<file path="src/design/out_port_params.svh">
/*
  constants for the limit-binning digital output port.
  assumes a 50 MHz system clock and inclusion by bare name.
*/
`ifndef OUT_PORT_PARAMS_SVH
`define OUT_PORT_PARAMS_SVH

// ----------------------------------------------------------------
// registers (word byte addresses)
// ----------------------------------------------------------------
`define REG_STATE      4'h0
`define REG_POLARITY   4'h4
`define REG_TOGGLE     4'h8
`define REG_LIMCTRL    4'hC

// ----------------------------------------------------------------
// limit control register fields
// ----------------------------------------------------------------
`define LIM_EN_SET1    0
`define LIM_EN_SET2    1
`define LIM_STROBE_EN  2

// ----------------------------------------------------------------
// reset values and timing
// ----------------------------------------------------------------
`define STATE_RST      4'h0
`define POL_RST        4'h0
`define LIM_RST        3'h0
`define PAT_RST        4'h0
`define PINS_RST       4'h0
`define SYNC_RST       3'h0
`define CLK_MHZ        50
`define STROBE_MIN_NS  10000
`define STROBE_CYCLES  ((`STROBE_MIN_NS * `CLK_MHZ) / 1000 + 1)

`endif

</file>
<file path="src/design/out_port_pkg.sv">
/*
  types for the limit-binning digital output port.
  assumes nothing of its surroundings.
*/
`default_nettype none
package out_port_pkg;
  typedef logic [3:0] line_vec_t;
  typedef enum logic [2:0] {
    PICK_LO1,
    PICK_HI1,
    PICK_LO2,
    PICK_HI2,
    PICK_PASS
  } pick_t;
endpackage : out_port_pkg
`default_nettype wire

</file>
<file path="src/design/limit_sel_if.sv">
/*
  carrier between the port top and the limit pattern selector.
  assumes both ends run on the same clock.
*/
`timescale 1ns/1ps
`default_nettype none
interface limit_sel_if;
  logic [3:0]              fail;
  logic [1:0]              set_en;
  out_port_pkg::line_vec_t pattern;
  modport top (output fail, output set_en, input pattern);
  modport sel (input fail, input set_en, output pattern);
endinterface : limit_sel_if
`default_nettype wire

</file>
<file path="src/design/limit_pattern_sel.sv">
/*
  selects the output pattern from limit results.
  assumes fail results and patterns are stable while used.
*/
`timescale 1ns/1ps
`default_nettype none
module limit_pattern_sel (
  // patterns
  input  wire out_port_pkg::line_vec_t pat_lo1_i,
  input  wire out_port_pkg::line_vec_t pat_hi1_i,
  input  wire out_port_pkg::line_vec_t pat_lo2_i,
  input  wire out_port_pkg::line_vec_t pat_hi2_i,
  input  wire out_port_pkg::line_vec_t pat_pass_i,
  // carrier
  limit_sel_if.sel                     sel
);
  // ----------------------------------------------------------------
  // priority pick
  // ----------------------------------------------------------------
  wire [3:0] act = sel.fail & {sel.set_en[1], sel.set_en[1], sel.set_en[0], sel.set_en[0]};
  out_port_pkg::pick_t pick;
  always_comb begin
    if (act[0])      pick = out_port_pkg::PICK_LO1;
    else if (act[1]) pick = out_port_pkg::PICK_HI1;
    else if (act[2]) pick = out_port_pkg::PICK_LO2;
    else if (act[3]) pick = out_port_pkg::PICK_HI2;
    else             pick = out_port_pkg::PICK_PASS;
  end
  always_comb begin
    case (pick)
      out_port_pkg::PICK_LO1: sel.pattern = pat_lo1_i;
      out_port_pkg::PICK_HI1: sel.pattern = pat_hi1_i;
      out_port_pkg::PICK_LO2: sel.pattern = pat_lo2_i;
      out_port_pkg::PICK_HI2: sel.pattern = pat_hi2_i;
      default:                sel.pattern = pat_pass_i;
    endcase
  end
endmodule : limit_pattern_sel
`default_nettype wire

</file>
<file path="src/design/output_port_config.sv">
/*
  four-line digital output port with limit binning, wishbone slave.
  assumes a synchronous limit engine on MCLK_I and one-cycle done pulse.
*/
// Implementation choices: the Wishbone slave port and the placing of the registers.
`include "out_port_params.svh"
`timescale 1ns/1ps
`default_nettype none
module output_port_config #(
  parameter int STROBE_CYC = `STROBE_CYCLES
) (
  // clock and reset
  input  wire logic        MCLK_I,
  input  wire logic        SRST_I,
  // wishbone slave
  input  wire logic        CYC_I,
  input  wire logic        STB_I,
  input  wire logic        WE_I,
  input  wire logic [3:0]  ADR_I,
  input  wire logic [3:0]  SEL_I,
  input  wire logic [31:0] DAT_I,
  output logic      [31:0] DAT_O,
  output logic             ACK_O,
  // limit engine
  input  wire logic [3:0]  LIM_FAIL_I,
  input  wire logic        LIM_DONE_I,
  input  wire logic [3:0]  PAT_LO1_I,
  input  wire logic [3:0]  PAT_HI1_I,
  input  wire logic [3:0]  PAT_LO2_I,
  input  wire logic [3:0]  PAT_HI2_I,
  input  wire logic [3:0]  PAT_PASS_I,
  // port pins
  output logic [3:0]       OUT_LINE_O,
  input  wire logic        CAL_IN_I,
  output logic             CAL_LEVEL_O
);
  // ----------------------------------------------------------------
  // register map
  // ----------------------------------------------------------------
  // state    : on/off per line, bit n is line n+1
  // polarity : a set bit makes that line active-low
  // toggle   : a write flips the line named by data[1:0]; a read gives the pins and the calibration level in bit 4
  // limctrl  : two set enables and the strobe enable; a read adds the strobe level
  // other addresses read as zero and ignore writes

  // ----------------------------------------------------------------
  // helpers
  // ----------------------------------------------------------------
  function automatic logic hits(input logic [3:0] adr, input logic [3:0] reg_adr);
    hits = (adr == reg_adr);
  endfunction : hits

  // ----------------------------------------------------------------
  // bus decode
  // ----------------------------------------------------------------
  // ~ACK_O keeps a request still held in its ack cycle from being taken twice
  wire req      = CYC_I & STB_I & ~ACK_O;
  wire wr       = req & WE_I & SEL_I[0];
  wire wr_state = wr & hits(ADR_I, `REG_STATE);
  wire wr_pol   = wr & hits(ADR_I, `REG_POLARITY);
  wire wr_tog   = wr & hits(ADR_I, `REG_TOGGLE);
  wire wr_lim   = wr & hits(ADR_I, `REG_LIMCTRL);

  logic [3:0] state_q;
  logic [3:0] pol_q;
  logic [2:0] lim_q;
  logic [3:0] pins_q;
  logic       strobe_q;
  localparam int SCNT_W = $clog2(STROBE_CYC + 1);
  logic [SCNT_W-1:0] scnt_q;
  logic [2:0] cal_sync_q;

  wire any_lim   = lim_q[`LIM_EN_SET1] | lim_q[`LIM_EN_SET2];
  wire strobe_en = lim_q[`LIM_STROBE_EN];
  wire strobe_on = wr_lim & DAT_I[`LIM_STROBE_EN] & ~strobe_en;
  wire strobe_off = wr_lim & ~DAT_I[`LIM_STROBE_EN] & strobe_en;

  // ----------------------------------------------------------------
  // line four after strobe disable
  // ----------------------------------------------------------------
  // switching the strobe off must not move line four, so it keeps the
  // strobe level until software or a new reading gives it a fresh value
  logic hold4_q;
  wire  hold4_end = strobe_on | ((wr_state | wr_tog) & ~any_lim) | LIM_DONE_I;
  wire  line4_own = strobe_en | hold4_q;

  // a disable in the same cycle as a clearing event wins
  always_ff @(posedge MCLK_I) begin
    if (SRST_I)          hold4_q <= 1'b0;
    else if (strobe_off) hold4_q <= 1'b1;
    else if (hold4_end)  hold4_q <= 1'b0;
  end

  // ----------------------------------------------------------------
  // limit selection
  // ----------------------------------------------------------------
  limit_sel_if lsel ();
  assign lsel.fail   = LIM_FAIL_I;
  assign lsel.set_en = {lim_q[`LIM_EN_SET2], lim_q[`LIM_EN_SET1]};
  limit_pattern_sel u_sel (
    .pat_lo1_i  (PAT_LO1_I),
    .pat_hi1_i  (PAT_HI1_I),
    .pat_lo2_i  (PAT_LO2_I),
    .pat_hi2_i  (PAT_HI2_I),
    .pat_pass_i (PAT_PASS_I),
    .sel        (lsel)
  );

  // ----------------------------------------------------------------
  // line values
  // ----------------------------------------------------------------
  // pattern updates per reading and on enabling control, so a stale fail vector is never shown
  logic [3:0] lim_pat_q;
  // enabling control shows the pass pattern at once; the pick for the fail vector only follows the next reading
  wire       lim_pat_load = LIM_DONE_I | (wr_lim & ~any_lim);
  wire [3:0] logical = any_lim ? lim_pat_q : state_q;
  wire [3:0] with_strobe = line4_own ? {strobe_q, logical[2:0]} : logical;
  wire [3:0] pins_d = with_strobe ^ pol_q;

  // only two select bits: upper data bits of a toggle write are ignored
  wire [3:0] tog_mask = 4'h1 << DAT_I[1:0];

  always_ff @(posedge MCLK_I) begin
    if (SRST_I)        state_q <= `STATE_RST;
    else if (wr_state) state_q <= DAT_I[3:0];
    else if (wr_tog)   state_q <= state_q ^ tog_mask;
  end

  always_ff @(posedge MCLK_I) begin
    if (SRST_I)      pol_q <= `POL_RST;
    else if (wr_pol) pol_q <= DAT_I[3:0];
  end

  always_ff @(posedge MCLK_I) begin
    if (SRST_I)      lim_q <= `LIM_RST;
    else if (wr_lim) lim_q <= DAT_I[2:0];
  end

  always_ff @(posedge MCLK_I) begin
    if (SRST_I)            lim_pat_q <= `PAT_RST;
    else if (lim_pat_load) lim_pat_q <= lsel.pattern;
  end

  // ----------------------------------------------------------------
  // binning strobe
  // ----------------------------------------------------------------
  // disable keeps strobe_q frozen, so line four holds its level
  always_ff @(posedge MCLK_I) begin
    if (SRST_I) begin
      strobe_q <= 1'b0;
      scnt_q   <= '0;
    end else if (strobe_on) begin
      strobe_q <= 1'b0;
      scnt_q   <= '0;
    end else if (strobe_en && LIM_DONE_I) begin
      strobe_q <= 1'b1;
      scnt_q   <= SCNT_W'(STROBE_CYC);
    end else if (strobe_en && scnt_q != '0) begin
      scnt_q <= scnt_q - 1'b1;
      if (scnt_q == SCNT_W'(1)) strobe_q <= 1'b0;
    end
  end

  // ----------------------------------------------------------------
  // pin register
  // ----------------------------------------------------------------
  // pins come from a flop: glitch-free relay drive for one cycle of latency
  always_ff @(posedge MCLK_I) begin
    if (SRST_I) pins_q <= `PINS_RST;
    else        pins_q <= pins_d;
  end
  assign OUT_LINE_O = pins_q;

  // ----------------------------------------------------------------
  // calibration input, visible only to software
  // ----------------------------------------------------------------
  always_ff @(posedge MCLK_I) begin
    if (SRST_I) cal_sync_q <= `SYNC_RST;
    else        cal_sync_q <= {cal_sync_q[1:0], CAL_IN_I};
  end

  // a level counts once two late stages agree, so metastability never reaches software
  always_ff @(posedge MCLK_I) begin
    if (SRST_I) CAL_LEVEL_O <= 1'b0;
    else if (cal_sync_q[2] == cal_sync_q[1]) CAL_LEVEL_O <= cal_sync_q[2];
  end

  // ----------------------------------------------------------------
  // read and acknowledge
  // ----------------------------------------------------------------
  logic [31:0] rd_d;
  always_comb begin
    case (ADR_I)
      `REG_STATE:    rd_d = {28'h0, state_q};
      `REG_POLARITY: rd_d = {28'h0, pol_q};
      `REG_TOGGLE:   rd_d = {27'h0, CAL_LEVEL_O, pins_q};
      `REG_LIMCTRL:  rd_d = {28'h0, strobe_q, lim_q};
      default:       rd_d = 32'h0;
    endcase
  end

  // data falls back to zero outside the ack cycle, so a late sample reads nothing stale
  always_ff @(posedge MCLK_I) begin
    if (SRST_I) begin
      ACK_O <= 1'b0;
      DAT_O <= 32'h0;
    end else begin
      ACK_O <= req;
      DAT_O <= (req && !WE_I) ? rd_d : 32'h0;
    end
  end
endmodule : output_port_config
`default_nettype wire

</file>
<file path="config.mk">
export PLATFORM = sky130hd
export DESIGN_NAME = output_port_config
export DESIGN_NICKNAME = d
export VERILOG_FILES = /design/src/design/out_port_pkg.sv /design/src/design/limit_sel_if.sv /design/src/design/limit_pattern_sel.sv /design/src/design/output_port_config.sv
export VERILOG_INCLUDE_DIRS = /design/src /design/src/design
export SDC_FILE = /design/constraint.sdc
export NUM_CORES = 1
export LEC_CHECK = 0
export BUFFER_PORTS_ARGS = -buffer_cell sky130_fd_sc_hd__buf_4
export CORE_AREA = 2 2 96 89
export DETAILED_ROUTE_END_ITERATION = 10
export DIE_AREA = 0 0 98 91
export PLACE_DENSITY = 0.63
export SYNTH_ARGS = -nofsm -noshare
export SYNTH_HDL_FRONTEND = slang
export SYNTH_SLANG_ARGS = --single-unit
export TNS_END_PERCENT = 100
</file>
<file path="constraint.sdc">
create_clock -name MCLK_I -period 4.87 [get_ports MCLK_I]
set_input_delay 0.974 -clock MCLK_I [delete_from_list [all_inputs] [get_ports MCLK_I]]
set_output_delay 0.974 -clock MCLK_I [all_outputs]
set_load 0.01 [all_outputs]
</file>
---- Yosys cells after proc, flatten, opt, wreduce, memory -nomap -nowiden ----
Cells that the tools add are included.
operators by class
  add/sub/neg operators ................... 1
  multipliers ............................. 0
  div/mod/pow operators ................... 0
  order comparisons ....................... 0
  equal/unequal tests ..................... 8
  shift-type cells ........................ 1
  multiplexer cells ....................... 17
  bitwise gates (word level) .............. 28
  reductions and logical operators ........ 15
operators by type and width
  kind                                                                   count
  5-bit one-hot mux with 4 select lines                                  1
  9-bit two-way mux                                                      2
  4-bit two-way mux                                                      4
  4-bit one-hot mux with 4 select lines                                  1
  1-bit bitwise AND                                                      14
  3-bit two-way mux                                                      4
  9-bit by 1-bit equality test with 1-bit output, second input constant  1
  9-bit nonzero test                                                     1
  9-bit by 1-bit subtractor with 9-bit output, second input constant     1
  4-bit equality test, second input constant                             2
  2-bit nonzero test                                                     4
  4-bit bitwise XOR                                                      2
  3-bit by 2-bit equality test with 1-bit output, second input constant  2
  1-bit OR                                                               6
  1-bit two-way mux                                                      5
  1-bit NOT                                                              5
  4-bit bitwise AND                                                      1
  4-bit by 3-bit equality test with 1-bit output, second input constant  1
  4-bit zero test                                                        1
  2-bit OR reduction                                                     2
  1-bit by 2-bit left shift with 4-bit output, first input constant      1
  3-bit by 1-bit equality test with 1-bit output, second input constant  1
  1-bit logical AND                                                      3
  3-bit zero test                                                        1
  other kinds (4)                                                        4
word-level totals
  flip-flop bits (word level) ............. 67
  bits in latches ......................... 0
  bits in writable memories ............... 0
  bits in read-only memories .............. 0
  output and inout bits ................... 38
  word-level logic and storage cells ...... 83
  memories ................................ 0

---- Logic depth before layout (Yosys ltp) ----
Gate-level depths: netlist of run 1.
  depth in word-level cells ............... 11
  mapped depth ............................ 6

---- By module ----
Synthesis of run 1 repeated with hierarchy kept, for this count alone.
second synthesis, totals
  cells, all modules ...................... 263
  area, all modules ....................... 2309.7 um^2
by module, submodules not included
  module              times used  cells each  area an instance (um^2)
  output_port_config  1           234         2093.3
  limit_pattern_sel   1           29          216.5

---- Worst setup path after synthesis of run 1 ----
Ideal clock, no wire load.
  path type ............................... input to register
  start ................................... input ADR_I[3]
  end ..................................... register scnt_q[1]
  library setup time ...................... 116 ps
  arrival time ............................ 2334 ps
  required time ........................... 4754 ps
  path slack .............................. 2420 ps
  stages on the path ...................... 4
  path buffers ............................ 1
  cell sequence ........................... clkbuf_1 nand4_1 o31ai_2 and3b_1
between the ends
  cells in the longest elaborated chain, start to end .. 5
RTL lines
  what                             line                       text
  from (decl)                      output_port_config.sv:19   input wire logic [3:0] ADR_I,
  4-bit equality test              output_port_config.sv:50   hits = (adr == reg_adr);
  1-bit bitwise AND                output_port_config.sv:62   wire wr_lim = wr & hits(ADR_I, `REG_LIMCTRL);
  1-bit bitwise AND (2 in series)  output_port_config.sv:75   wire strobe_on = wr_lim & DAT_I[`LIM_STROBE_EN] & ~strobe_en;
  3-bit OR reduction (no line)     n/a
  to (signal assigned)             output_port_config.sv:157  scnt_q <= SCNT_W'(STROBE_CYC);
  to (signal assigned)             output_port_config.sv:159  scnt_q <= scnt_q - 1'b1;
  to (decl)                        output_port_config.sv:70   logic [SCNT_W-1:0] scnt_q;
Every way passes these cells.
A chain may end at the register's enable or synchronous reset.

---- Worst setup path after layout of run 1 ----
  start ................................... input ADR_I[1]
  end ..................................... register scnt_q[1]
The elaborated chain is that of the path after synthesis.

==> results of run 1 <==
==> per-layer routing <==
metal | vias up | part of all wire
li1 | 1027 | -
met1 | 902 | 0.47
met2 | 66 | 0.44
met3 | 5 | 0.072
met4 | 0 | 0.012
met5 | - | 0
==> cell families (layout without fill, tap and decap cells) <==
group	Yosys count	after routing	synth area share
AND/OR/NAND/NOR	97	97	0.2271
AO/OA/AOI/OAI	64	64	0.1879
buffers and inverters	45	65	0.1176
flip-flops	40	40	0.3486
multiplexers	20	20	0.08715
XOR/XNOR	5	5	0.01906
adder cells (fa/ha/maj)	2	2	0.01089
other	1	27	0.001632
==> power by group through the flow <==
stage	Clock (mW)	Combinational (mW)	Sequential, mW
6_report	0.261	0.0739	0.333
5_1_grt	0.279	0.0824	0.333
4_1_cts	0.270	0.0741	0.333
3_5_place_dp	0	0.0739	0.341
3_3_place_gp	0	0.0732	0.341
2_1_floorplan	0	0.0550	0.340
==> through the flow <==
| stage | setup WS [ns] | hold slack [ns] |
|---|---|---|
| after floorplan | 2.420 | 0.4138 |
| final | 2.300 | 0.4375 |
| after global routing | 2.153 | 0.4670 |
| after global placement | 1.994 | 0.4243 |
| after CTS | 2.290 | 0.4406 |
| after detailed placement | 1.983 | 0.4220 |
==> critical path: stages <==
cell and delay (ns):
sky130_fd_sc_hd__buf_4 0.13, sky130_fd_sc_hd__nor3b_1 0.32, sky130_fd_sc_hd__nand4_1 0.37, sky130_fd_sc_hd__o31ai_2 0.70
sky130_fd_sc_hd__and3b_1 0.25
==> synth_stat cells (3+ instances only) <==
| cell | instances | area share |
|---|---|---|
| sky130_fd_sc_hd__dfxtp_1 | 40 | 0.35 |
| sky130_fd_sc_hd__buf_4 | 27 | 0.088 |
| sky130_fd_sc_hd__nand2_1 | 24 | 0.039 |
| sky130_fd_sc_hd__mux2i_1 | 20 | 0.087 |
| sky130_fd_sc_hd__nor2_1 | 20 | 0.033 |
| sky130_fd_sc_hd__o21ai_0 | 19 | 0.041 |
| sky130_fd_sc_hd__a21oi_1 | 9 | 0.020 |
| sky130_fd_sc_hd__clkbuf_1 | 9 | 0.015 |
| sky130_fd_sc_hd__and2_1 | 8 | 0.022 |
| sky130_fd_sc_hd__nand3_1 | 8 | 0.017 |
| sky130_fd_sc_hd__inv_1 | 7 | 0.011 |
| sky130_fd_sc_hd__o41ai_1 | 6 | 0.023 |
| sky130_fd_sc_hd__a221oi_1 | 5 | 0.019 |
| sky130_fd_sc_hd__a31oi_1 | 4 | 0.011 |
| sky130_fd_sc_hd__nand2b_1 | 4 | 0.011 |
| sky130_fd_sc_hd__nor2b_1 | 4 | 0.011 |
| sky130_fd_sc_hd__nor3_1 | 4 | 0.0087 |
| sky130_fd_sc_hd__nor4_1 | 4 | 0.011 |
| sky130_fd_sc_hd__o22ai_1 | 4 | 0.011 |
| sky130_fd_sc_hd__xor2_1 | 4 | 0.015 |
| sky130_fd_sc_hd__nor3b_1 | 3 | 0.0098 |
| sky130_fd_sc_hd__or4_1 | 3 | 0.0098 |
==> placed cells by master (no fill, tap or decap), types with 4 or more instances in the layout <==
master                     count
sky130_fd_sc_hd__nor4_1        4
sky130_fd_sc_hd__mux2i_1      20
sky130_fd_sc_hd__inv_1         7
sky130_fd_sc_hd__nor3_1        4
sky130_fd_sc_hd__nor2b_1       4
sky130_fd_sc_hd__and2_1        8
sky130_fd_sc_hd__clkbuf_8      5
sky130_fd_sc_hd__o22ai_1       4
sky130_fd_sc_hd__o21ai_0      19
sky130_fd_sc_hd__dfxtp_1      40
sky130_fd_sc_hd__a31oi_1       4
sky130_fd_sc_hd__a221oi_1      5
sky130_fd_sc_hd__conb_1       27
sky130_fd_sc_hd__a21oi_1       9
sky130_fd_sc_hd__nand2_1      24
sky130_fd_sc_hd__buf_4        50
sky130_fd_sc_hd__nand3_1       8
sky130_fd_sc_hd__nor2_1       20
sky130_fd_sc_hd__nand2b_1      4
sky130_fd_sc_hd__o41ai_1       6
sky130_fd_sc_hd__xor2_1        4
==> layout make-up <==
type	instances	area, um2
flip-flops and latches	40	800.8
clock inverters	2	35.03
multi-input cells	215	1324
inverters	7	26.28
repair buffers	50	375.4
clock buffers	6	72.57
well taps	99	123.9
fillers	817	5116
==> state kept, by name, indices dropped and copies added (netlist names) <==
| name | flops |
|---|---|
| scnt_q | 9 |
| DAT_O | 5 |
| OUT_LINE_O | 4 |
| lim_pat_q | 4 |
| pol_q | 4 |
| state_q | 4 |
| cal_sync_q | 3 |
| lim_q | 3 |
| ACK_O | 1 |
| CAL_LEVEL_O | 1 |
| hold4_q | 1 |
| strobe_q | 1 |
==> worst max-delay path by stage <==
stage | start | endpoint | slack, ns
after global routing | ADR_I[1] | scnt_q[1] | 2.15
after global placement | ADR_I[1] | scnt_q[1] | 1.99
final | ADR_I[1] | scnt_q[1] | 2.30
after floorplan | ADR_I[3] | scnt_q[1] | 2.42
after detailed placement | ADR_I[1] | scnt_q[1] | 1.98
after CTS | ADR_I[1] | scnt_q[1] | 2.29
==> flow_metrics.tcl, run 1 <==
set metrics [dict create \
    placedInstanceArea_um2 2650 \
    synth_edf_count 0 \
    worst-path-max-fanout 10 \
    power.share.combinational 0.111 \
    grtUsageMet3 0.01848 \
    first_pass_iters 4 \
    worst_hold_startpoint "cal_sync_q[0]" \
    leakagePower_nw 1.156 \
    rr_startpoint "lim_q[2]" \
    antenna_violations_before_repair 0 \
    post-route-util 0.3502 \
    pwr_density_cell_nw_per_um2 242.1 \
    cts_buffers 5 \
    synthFlopType "sky130_fd_sc_hd__dfxtp_1" \
    final_clock_period_utilization_by_the_worst_path 0.5277 \
    ctsResizeCount 0 \
    clock_tree.buffer_depth 2 \
    dpl.cell_count 411 \
    yosys_warnings 0 \
    holdCritPathClass "reg2reg" \
    grt-ovfl-total 0 \
    regToRegEndpoint "scnt_q[6]" \
    worst-r2r-setup-slack_ns 2.75 \
    diodes 0 \
    element_type_at_the_critical_path_start "input port" \
    post-route-min-period_ns 2.570 \
    initialDrtViolationCount 153 \
    final_max_slew_violation_count 0 \
    pwr-share-clk 0.391 \
    max_slew_margin 0.4975 \
    grt_usage 0.1140 \
    worst-endpoint-arrival_ns 2.76 \
    register_area_share_after_synthesis 0.3486 \
    ys_ff_latch 40 \
    design_area_um2 2758 \
    routed-via-count 2000 \
    pin_count 109 \
    busiest_layer "met2" \
    setup.worst_path.end_class "flip-flop" \
    gr-usage-met2 0.1775 \
    max-cap-violations 0 \
    tns_ns 0 \
    power_switching_mw 0.1521 \
    worst_setup_skew_after_layout_ns 0.003865 \
    first_global_vias 1836 \
    fmax_ghz 0.3891 \
    routed_wire_length_per_instance_um 11.92 \
    drive_above_1_share 0.2000 \
    core_area_um2 7874 \
    global_route_wire_length_before_repair_um 8521 \
    postCtsHoldBufs 0 \
    clock_tree.htree_level_count 2 \
    peakVddDrop_v 0.0001060 \
    vias_per_cell 4.773 \
    share_of_total_power_in_sequential_cells 0.499 \
    report.final.hold_viol_count 0 \
    worst-endpoint-required_ns 5.06 \
    path_class "in2reg" \
    worst_pin_slew_ns 0.7475 \
    clock-sinks 40 \
    grt_start_max_net_pins 28 \
    status "finished clean" \
    total_power_mw 0.6677 \
    port-buffer-count 50 \
    holdPathStages 1 \
    die_h_um 91 \
    gp_routability_congestion 0.8168 \
    syn2layout_area_growth_pct 20.04 \
    switching_share 0.2278 \
    tritoncts_clock_tree "done" \
    rsz0062_at_grt "no" \
    finish.net_count 392 \
    die_width_um 98 \
    worst_hold_path.endpoint "cal_sync_q[1]" \
    synth.lib_cells_used.distinct 50 \
    clk_transition_reported_paths_ns 0.07 \
    post-route-drc-count 0 \
    rows 31 \
    worst_case_reg_to_reg_path_depth 4 \
    netlist_area_um2 2297 \
    syn-instance-count 274 \
    post_synthesis_average_cell_area_um2 8.384 \
    start_util 0.2918 \
    final_antenna_net_count 0 \
    cellInternalPower_mw 0.5156 \
    fp.dieArea_um2 8918 \
    ys_async_rst_share 0 \
    cts_setup_buffers 0 \
    clock_insertion_delay_worst_skew_ns 0.29 \
    place.detailed.hpwl_um 3921 \
    post_layout_nonfiller_instances 419 \
    routed_wirelength_um 4995 \
    gr-usage-met1 0.1584 \
    clock_tree.root_cell "sky130_fd_sc_hd__clkbuf_8" \
    setup_viol 0 \
]
No activity file was read; power rests on OpenSTA's default activity.
==> run 2: changes to the inputs <==
- clock period: 4.87 -> 2.4 ns (I/O delays scaled with it)
==> flow_metrics.tcl, run 2 (synthesis results as in run 1) <==
set metrics [dict create \
    placedInstanceArea_um2 2688 \
    leakagePower_nw 1.167 \
    initialDrtViolationCount 115 \
    tns_ns 0 \
    grt-ovfl-total 0 \
    ctsResizeCount 0 \
    worst_pin_slew_ns 0.6231 \
    worst_setup_skew_after_layout_ns 0.005866 \
    place.detailed.hpwl_um 3914 \
    largest_register_ffs 9 \
    rows 31 \
    setup.worst_path.end_class "flip-flop" \
    holdCritPathClass "in2reg" \
    die_width_um 98 \
    fmax_ghz 0.5127 \
    path_class "reg2reg" \
    rsz0062_at_grt "no" \
    fillCellCount 828 \
    seqCellArea_um2 800.8 \
    syn2layout_area_growth_pct 20.37 \
    max-cap-violations 0 \
    final_cell_mix "sky130_fd_sc_hd__buf_4 (55), sky130_fd_sc_hd__dfxtp_1 (40), sky130_fd_sc_hd__conb_1 (27)" \
    worst-endpoint-arrival_ns 2.12 \
    clk_transition_reported_paths_ns 0.07 \
    clock_tree.buffer_depth 2 \
    element_type_at_the_critical_path_start "flip-flop" \
    multiInputGateArea_um2 1324 \
    worst-endpoint-required_ns 2.57 \
    worstPathCellList "inv_1 -> ha_1 -> or3b_2 -> o31a_1 -> a222oi_1 -> nor2_1" \
    post-route-min-period_ns 1.950 \
    drive_above_1_share 0.2099 \
    grt_start_max_net_pins 28 \
    global_route_wire_length_before_repair_um 8618 \
    final_clock_period_utilization_by_the_worst_path 0.8127 \
    postCtsHoldBufs 0 \
    total_power_mw 1.238 \
    routed-via-count 2014 \
    first_pass_iters 4 \
    gp_routability_congestion 0.8032 \
    final_max_slew_violation_count 0 \
    cts_setup_buffers 0 \
    post-route-drc-count 0 \
    port-buffer-count 50 \
    max_flop_register "scnt_q" \
    rr_startpoint "scnt_q[1]" \
    start_util 0.2918 \
    die_h_um 91 \
    cts_buffers 5 \
    crit_path_top_delay_cell "sky130_fd_sc_hd__or3b_2" \
    design_area_um2 2765 \
    max_slew_margin 0.5791 \
    routed_wirelength_um 5018 \
    antenna_violations_before_repair 0 \
    cp-startpoint "scnt_q[1]" \
    dpl.cell_count 416 \
    core_area_um2 7874 \
    crit_path_max_incr_delay_ns 0.49 \
    top_regs "scnt_q: 9 flops, DAT_O: 5 flops" \
    first_global_vias 1886 \
    worst-path-max-fanout 5 \
    grt_usage 0.1145 \
    finish.net_count 397 \
    peakVddDrop_v 0.0001655 \
    post_layout_nonfiller_instances 423 \
    worst_hold_startpoint "WE_I" \
    clock_tree.htree_level_count 2 \
    mostFrequentLayoutCell "sky130_fd_sc_hd__buf_4" \
    tritoncts_clock_tree "done" \
    pwr_density_cell_nw_per_um2 447.6 \
    report.final.hold_viol_count 0 \
    holdWs_ns 0.3801 \
    routed_wire_length_per_instance_um 11.86 \
    clock_tree.root_cell "sky130_fd_sc_hd__clkbuf_8" \
    pin_count 109 \
    fp.dieArea_um2 8918 \
    vias_per_cell 4.761 \
    status "finished clean" \
    setup_viol 0 \
    clock-sinks 40 \
    clock_insertion_delay_worst_skew_ns 0.28 \
    final_antenna_net_count 0 \
    diodes 0 \
]
-- run 2: cell count changes in the layout (fill, tap and decap cells not counted) --
cell and change:
sky130_fd_sc_hd__bufinv_16 -1, sky130_fd_sc_hd__buf_4 +5
-- run 2: path summary, 6_finish.rpt --
check             endpoint  depth (start not counted)  slack [ns]
min               DAT_O[4]                          2        0.38
min reg2reg  cal_sync_q[1]                          1        0.45
max              scnt_q[2]                          6        0.45
max reg2reg      scnt_q[2]                          6        0.45
-- run 2: per-stage QoR --
| step | utilization | setup slack [ns] |
|---|---|---|
| after floorplan | - | 0.4439 |
| final | 0.3512 | 0.4495 |
| after global placement | 0.3413 | 0.4526 |
| after global routing | 0.3512 | 0.2463 |
| after CTS | 0.3512 | 0.4300 |
| after detailed placement | 0.3413 | 0.4547 |
-- run 2: report_power, final --
part           total (mW)  switching, mW  leakage (nW)  internal (mW)
Combinational       0.153         0.0847         0.803         0.0688
Sequential          0.676        0.00463         0.324          0.671
Clock               0.408          0.211        0.0410          0.197
Total                1.24          0.300          1.17          0.938
-- run 2: cell type report --
type | instances | share of cell area
clock buffer | 6 | 0.02624
multi-input combinational | 215 | 0.4787
timing repair buffer | 55 | 0.1493
inverter | 7 | 0.009502
tap | 99 | 0.04480
sequential | 40 | 0.2896
clock inverter | 1 | 0.001810
-- run 2: metal layers --
| metal | vias up | GRT usage | share of wire |
|---|---|---|---|
| met4 | 0 | 0.02546 | 0.0088 |
| met2 | 67 | 0.1832 | 0.43 |
| met5 | - | 0 | 0 |
| met1 | 905 | 0.1607 | 0.50 |
| met3 | 5 | 0.02002 | 0.059 |
| li1 | 1037 | - | - |
-- run 2: critical path, delay by kind of cell, from the launching register on --
family | cells | cell delay, ns
AOI/OAI and AO/OA | 2 | 0.65
and+or+nand+nor | 2 | 0.55
DFF | 1 | 0.33
adders and majority gates | 1 | 0.21
buffers and inverters | 1 | 0.09
